File: config.mk
export PLATFORM = sky130hd
export DESIGN_NAME = p2pm_top
export DESIGN_NICKNAME = d
export VERILOG_FILES = /design/src/p2pm_pkg.sv /design/src/p2pm_top.sv /design/src/p2pm_pin_drive.sv
export SDC_FILE = /design/constraint.sdc
export NUM_CORES = 1
export LEC_CHECK = 0
export BUFFER_PORTS_ARGS = -buffer_cell sky130_fd_sc_hd__buf_4
export CAP_MARGIN = 10
export CORE_ASPECT_RATIO = 0.8
export CORE_MARGIN = 4
export CORE_UTILIZATION = 45
export CTS_BUF_LIST = sky130_fd_sc_hd__clkbuf_4 sky130_fd_sc_hd__clkbuf_8 sky130_fd_sc_hd__clkbuf_16
export CTS_CLUSTER_DIAMETER = 40
export DETAILED_ROUTE_END_ITERATION = 8
export HOLD_SLACK_MARGIN = 0.06
export PLACE_DENSITY = 0.75
export SLEW_MARGIN = 10
export SYNTH_ARGS = -nofsm -noshare
export SYNTH_HDL_FRONTEND = slang
export SYNTH_HIERARCHICAL = 1
export SYNTH_SLANG_ARGS = --single-unit
File: constraint.sdc
create_clock -name clk_i -period 6.1 [get_ports clk_i]
set_clock_uncertainty 0.2 [all_clocks]
set_input_delay 1.22 -clock clk_i [delete_from_list [all_inputs] [get_ports clk_i]]
set_output_delay 1.22 -clock clk_i [all_outputs]
set_load 0.02 [all_outputs]
File: src/p2pm_pkg.sv
// Shared constants and types for the port 2 pin configuration mux
package p2pm_pkg;

	// ****************************************
	// Register map (index = printed offset)
	// ****************************************
	localparam int PADDR_W = 18;
	localparam logic [15:0] IDX_DRIVE_CFG = 16'hF222;
	localparam logic [15:0] IDX_FUNC_SEL = 16'hF224;
	localparam logic [15:0] IDX_STATUS = 16'hF226;
	localparam logic [PADDR_W-1:0] ADDR_DRIVE_CFG = {IDX_DRIVE_CFG, 2'h0};
	localparam logic [PADDR_W-1:0] ADDR_FUNC_SEL = {IDX_FUNC_SEL, 2'h0};
	localparam logic [PADDR_W-1:0] ADDR_STATUS = {IDX_STATUS, 2'h0};

	// ****************************************
	// Reset values and field positions
	// ****************************************
	localparam logic [15:0] DRIVE_CFG_RST = 16'h0000;
	localparam logic [15:0] FUNC_SEL_RST = 16'h0000;
	localparam int NPINS = 4;
	localparam int FIELD_HI_OFS = 8;
	localparam int STAT_LEVEL_POS = 0;
	localparam int STAT_PROHIB_POS = 8;

	// ****************************************
	// Field encodings
	// ****************************************
	localparam logic [1:0] DRV_HIZ = 2'h0;
	localparam logic [1:0] DRV_PCH_OD = 2'h1;
	localparam logic [1:0] DRV_NCH_OD = 2'h2;
	localparam logic [1:0] DRV_CMOS = 2'h3;
	localparam logic [1:0] IN_PULL_DOWN = 2'h1;
	localparam logic [1:0] IN_PULL_UP = 2'h2;
	localparam logic [1:0] FN_GPIO = 2'h0;
	localparam logic DIR_OUTPUT = 1'b0;

	// Alternate functions 1..3 of one pin, index = function code - 1
	typedef struct packed {
		logic [2:0] avail;
		logic [2:0] dout;
		logic [2:0] den;
	} p2pm_alt_t;

	// Pad controls of all pins
	typedef struct packed {
		logic [3:0] out;
		logic [3:0] oe;
		logic [3:0] pull_up;
		logic [3:0] pull_down;
	} p2pm_pad_t;

	typedef struct packed {
		logic [15:0] drive_cfg;
		logic [15:0] func_sel;
		logic pready;
		logic pslverr;
		logic [31:0] prdata;
		p2pm_pad_t pad;
		logic [3:0] level;
		logic [3:0] prohib;
	} p2pm_state_t;

endpackage

File: src/p2pm_top.sv
// Port 2 pin configuration mux: APB registers, pad control and level sampling
//
// Overview of operation
// - Drive field per pin; high bits at 3..0, low bits at 11..8; byte or word.
// - Direction bit 0 makes the field an output setting, 1 an input setting.
// - Output: 00 high-Z, 01 P-channel open drain, 10 N-channel open drain, 11 CMOS.
// - Input: 00 high-Z, 01 pull-down, 10 pull-up, 11 high-Z.
// - Drive configuration resets to zero, every pin high-Z output.
// - Active output drives the pin from the data bit.
// - Input pin level is returned as the port level.
// - Function field per pin n at bits n and n+8; byte or word; resets zero.
// - Pin 0 functions: GPIO, converter waveform in, serial data out, UART receive.
// - Pin 1 functions: GPIO, reference capacitor, serial data in, UART transmit.
// - Pin 2 functions: GPIO, reference resistor, serial clock, timer channel 2.
// - Pin 3 functions: GPIO, sensor resistor, serial select, timer channel 3.
// - Prohibited function on output pin ignores data; N-channel and CMOS force low.
// - Direction bit: 0 output (reset), 1 input.
//
// The APB interface to the registers was left to the implementer.
`timescale 1ns/100ps
module p2pm_top
	import p2pm_pkg::*;
(
	// Clock and reset
	input wire logic clk_i,
	input wire logic rst_i,
	// APB slave
	input wire logic psel,
	input wire logic penable,
	input wire logic pwrite,
	input wire logic [p2pm_pkg::PADDR_W-1:0] paddr,
	input wire logic [31:0] pwdata,
	input wire logic [3:0] pstrb,
	output logic pready,
	output logic pslverr,
	output logic [31:0] prdata,
	// Data and direction registers
	input wire logic [3:0] port_level_register_i,
	input wire logic [3:0] port_direction_i,
	// Peripheral pin functions, one entry per pin
	input wire p2pm_pkg::p2pm_alt_t [3:0] alt_i,
	// Pins
	input wire logic [3:0] pin_in_i,
	output p2pm_pkg::p2pm_pad_t pad_o,
	// Sampled levels to data register, function fields to peripherals
	output logic [3:0] port_level_o,
	output logic [3:0] func_field_lo_o,
	output logic [3:0] func_field_hi_o
);
	import p2pm_pkg::*;

	p2pm_state_t st_r;
	p2pm_state_t st_nxt;
	p2pm_pad_t pad_nxt;
	logic [3:0] prohib_nxt;
	logic [1:0] drv_fld [NPINS];
	logic [1:0] fn_fld [NPINS];
	logic acc_end;
	logic hit_drv;
	logic hit_fn;
	logic hit_stat;

	// ****************************************
	// Per-pin decode
	// ****************************************
	for (genvar n = 0; n < NPINS; n++)
	begin : g_pin
		assign drv_fld[n] = {st_r.drive_cfg[n], st_r.drive_cfg[n+FIELD_HI_OFS]};
		assign fn_fld[n] = {st_r.func_sel[n+FIELD_HI_OFS], st_r.func_sel[n]};
		// Function order per pin is fixed by how alt_i is wired up
		p2pm_pin_drive u_drive (
			.dir_i(port_direction_i[n]),
			.drive_i(drv_fld[n]),
			.func_i(fn_fld[n]),
			.data_i(port_level_register_i[n]),
			.alt_i(alt_i[n]),
			.out_o(pad_nxt.out[n]),
			.oe_o(pad_nxt.oe[n]),
			.pull_up_o(pad_nxt.pull_up[n]),
			.pull_down_o(pad_nxt.pull_down[n]),
			.prohib_o(prohib_nxt[n])
		);
	end

	// ****************************************
	// Register access and next state
	// ****************************************
	assign acc_end = psel && penable && st_r.pready;
	assign hit_drv = (paddr == ADDR_DRIVE_CFG);
	assign hit_fn = (paddr == ADDR_FUNC_SEL);
	assign hit_stat = (paddr == ADDR_STATUS);

	always_comb
	begin
		st_nxt = st_r;
		// One wait state keeps every bus output registered
		st_nxt.pready = psel && penable && !st_r.pready;
		st_nxt.pslverr = 1'b0;
		st_nxt.prdata = 32'h0000_0000;
		if (psel && penable && !st_r.pready)
		begin
			st_nxt.pslverr = !(hit_drv || hit_fn || hit_stat);
			if (hit_drv)
				st_nxt.prdata[15:0] = st_r.drive_cfg;
			else if (hit_fn)
				st_nxt.prdata[15:0] = st_r.func_sel;
			else if (hit_stat)
			begin
				st_nxt.prdata[STAT_LEVEL_POS +: NPINS] = st_r.level;
				st_nxt.prdata[STAT_PROHIB_POS +: NPINS] = st_r.prohib;
			end
		end
		if (acc_end && pwrite)
		begin
			// Byte lanes let software touch either half alone
			if (hit_drv && pstrb[0])
				st_nxt.drive_cfg[7:0] = pwdata[7:0];
			if (hit_drv && pstrb[1])
				st_nxt.drive_cfg[15:8] = pwdata[15:8];
			if (hit_fn && pstrb[0])
				st_nxt.func_sel[7:0] = pwdata[7:0];
			if (hit_fn && pstrb[1])
				st_nxt.func_sel[15:8] = pwdata[15:8];
		end
		st_nxt.pad = pad_nxt;
		st_nxt.prohib = prohib_nxt;
		// Input pins report the pin, output pins the data bit
		for (int i = 0; i < NPINS; i++)
			st_nxt.level[i] = port_direction_i[i] ? pin_in_i[i] : port_level_register_i[i];
	end

	always_ff @(posedge clk_i or posedge rst_i)
	begin
		if (rst_i)
		begin
			st_r <= '0;
			st_r.drive_cfg <= DRIVE_CFG_RST;
			st_r.func_sel <= FUNC_SEL_RST;
		end
		else
		begin
			st_r <= st_nxt;
		end
	end

	assign pready = st_r.pready;
	assign pslverr = st_r.pslverr;
	assign prdata = st_r.prdata;
	assign pad_o = st_r.pad;
	assign port_level_o = st_r.level;
	assign func_field_lo_o = st_r.func_sel[3:0];
	assign func_field_hi_o = st_r.func_sel[11:8];
endmodule

File: src/p2pm_pin_drive.sv
// Per-pin pad control decode for the port 2 pin configuration mux
`timescale 1ns/100ps
module p2pm_pin_drive
	import p2pm_pkg::*;
(
	// Configuration
	input wire logic dir_i,
	input wire logic [1:0] drive_i,
	input wire logic [1:0] func_i,
	// Data sources
	input wire logic data_i,
	input wire p2pm_pkg::p2pm_alt_t alt_i,
	// Pad controls
	output logic out_o,
	output logic oe_o,
	output logic pull_up_o,
	output logic pull_down_o,
	output logic prohib_o
);
	logic alt_sel;
	logic [1:0] idx;
	logic val;
	logic en;

	always_comb
	begin
		alt_sel = (func_i != FN_GPIO);
		idx = func_i - 2'h1;
		val = alt_sel ? alt_i.dout[idx] : data_i;
		en = alt_sel ? alt_i.den[idx] : 1'b1;
		out_o = 1'b0;
		oe_o = 1'b0;
		pull_up_o = 1'b0;
		pull_down_o = 1'b0;
		prohib_o = 1'b0;
		if (dir_i == DIR_OUTPUT)
		begin
			if (alt_sel && !alt_i.avail[idx])
			begin
				// Data ignored; only N-channel and CMOS pull low
				prohib_o = 1'b1;
				oe_o = (drive_i == DRV_NCH_OD) || (drive_i == DRV_CMOS);
			end
			else if (en)
			begin
				case (drive_i)
					DRV_PCH_OD:
					begin
						out_o = 1'b1;
						oe_o = val;
					end
					DRV_NCH_OD:
					begin
						oe_o = !val;
					end
					DRV_CMOS:
					begin
						out_o = val;
						oe_o = 1'b1;
					end
					default:
					begin
						oe_o = 1'b0;
					end
				endcase
			end
		end
		else
		begin
			case (drive_i)
				IN_PULL_DOWN: pull_down_o = 1'b1;
				IN_PULL_UP: pull_up_o = 1'b1;
				default: pull_up_o = 1'b0;
			endcase
		end
	end
endmodule

==> metrics.txt <==
status=finished clean; Remaining DRCs=0; CP Launch Type=input port; IO Port Bufs=134; GRT Util Overall=0.183; Skew-Pair Late Insertion Delay=320 ps; TritonCTS clock tree=built; Syn Inst Count=344; maximum clock rate=0.291 GHz; syn avg cell area=11.9 um2; leak pwr=2.55 nW; most area-consuming cells after synthesis=dfrtp_1 (45%), buf_4 (11%), mux2_2 (9.4%), mux2_4 (2.9%), a2111oi_4 (2.7%); FILL cells=715; dpl hpwl=7260 um; setup violators final=0; I/O pin cnt=169; CTS resizes=0; RSZ-0062 raised after global routing=false; Max Root-Sink Buffers=2; Least-Margin Pin Slew=1150 ps; layout cells sized above 1=0.483; final cell count without fillers=557; CTS sink count=74; Clock Pin Slew Worst Setup and Hold Paths=60 ps; routability congestion estimate=0.761; Die Y=93.2 um; vias in the first global route=3008; largest net degree at the start of global routing=75; Max Cap Viol=0; Pwr per Cell Area=216 mW/mm2; FF+latch count, synth=74; DIE WIDTH=114 um; DRT Pass-1 Iters=4; hold_buf cts=0; Via Count=2840; most numerous cell in the Yosys netlist=dfrtp_1; number of library cell types mapped by synthesis=38; global route overflow=0; final worst-path cycle share=0.564; top post-synthesis cells by count=dfrtp_1 (74), buf_4 (60), mux2_2 (34), nor2_1 (22), nand2_1 (18); area leader, netlist=dfrtp_1; CP Data Arrival Time=3440 ps; Peak VDD IR=0.000162 V; post-CTS setup buffer count=0; Final min period=3440 ps; # rows=30; ant diodes=0; Synth top area share=0.454; final worst slack=2660 ps; Hold Crit Class=reg -> reg; required time of the critical path=6100 ps; wirelength, routed=9630 um; CP Max Fanout=14; Slew headroom=0.230; synthesized cell area=0.00408 mm2; H-tree levels=3; Slew Limit Fails=0; Inst Count DP=541; die area=0.0107 mm2; Final #Nets=551; Setup TNS=0 ps; register area share after synthesis=0.454; Initial Util=0.471; asr flop ratio synth=1.00; final hold vios=0; CP Capture Type=register; most used flip-flop cell after synthesis=dfrtp_1; critical path class=in -> reg; Yosys warning total=6; P&R area growth vs syn=25.4%; Detailed Route Iter0 Violations=79; Place WS=2290 ps; first-pass GRT wire length=15300 um; initial antenna violation count=0; clock root cell=clkbuf_16; CTS Buf Count=9; Via density=5.10; drt wl/cell=17.3 um; Post-synth EDFFs=0; remaining antenna violation count=0; Core Box Area=0.00867 mm2
stage by stage:
step / hold slack [ps] / instance area [um2] / power (W) / util
global placement: 268 / 4820 / 0.000607 / 0.556
CTS: 295 / 5110 / 0.00112 / 0.590
floorplan: 259 / 4140 / 0.000559 / -
detailed placement: 281 / 4820 / 0.000610 / 0.556
finish: 291 / 5110 / 0.00111 / 0.590
global route: 325 / 5110 / 0.00115 / 0.590
layout make-up:
class / instances / area [um2] / share of cell area
flip-flops and latches: 74 / 1850 / 0.362
inverters: 14 / 52.6 / 0.0103
well taps: 112 / 140 / 0.0274
clock inverters: 7 / 70.1 / 0.0137
clock buffers: 9 / 225 / 0.0440
repair buffers: 135 / 1010 / 0.198
multi-input cells: 206 / 1760 / 0.344
per-layer routing:
metal	wire length, um	up-vias	track usage
met5	0	-	0
met4	94	0	0.0425
met3	715	9	0.0537
met2	4940	99	0.311
met1	3870	1384	0.230
li1	-	1348	-
cells in the final DEF (no fill, tap or decap), types with 9 or more instances in the layout:
cell,n
clkbuf_16,9
conb_1,16
inv_1,13
nor2_1,22
dfrtp_1,74
buf_4,135
nand2_1,18
mux2_2,34
final timing paths:
| check | start | endpoint | slack [ps] | cells after the start |
|---|---|---|---|---|
| setup / recovery | paddr[3] | drv_fld[1] | 2660 | 5 |
| hold / removal | st_r[62] | st_r[62] | 290 | 1 |
| setup reg to reg | func_field_lo_o[2] | pad_o[14] | 3700 | 6 |
| hold reg to reg | st_r[62] | st_r[62] | 290 | 1 |
| max in group asynchronous | rst_i | drv_fld[1] | 4130 | 3 |
| min in group asynchronous | rst_i | pad_o[1] | 970 | 3 |
sequential cells by signal (all words and copies together) (netlist names):
name,cells
drv_fld,8
func_field_hi_o,4
func_field_lo_o,4
pad_o,16
port_level_o,4
prdata,16
pready,1
pslverr,1
st_r,20
power breakdown:
group / switching, W / internal (W) / leakage, nW
registers: 0.00000202 / 0.000494 / 1.02
clock network: 0.000192 / 0.000314 / 0.133
logic: 0.0000512 / 0.0000531 / 1.39
total: 0.000245 / 0.000861 / 2.55
kinds of logic after synthesis:
family                     count (synthesis)  share of synthesized area
and+or+nand+nor                           92                      0.163
buffers and inverters                     79                      0.128
DFF                                       74                      0.454
muxes                                     48                      0.139
AOI/OAI and AO/OA                         46                      0.103
adders and majority gates                  4                     0.0123
other                                      1                   0.000919
critical path, cell delays in order:
cell     delay (ps)
buf_4           160
nor2b_1         920
nand2_1         230
nor3_4          500
mux2_2          400
Power figures use the tool's default switching activity.
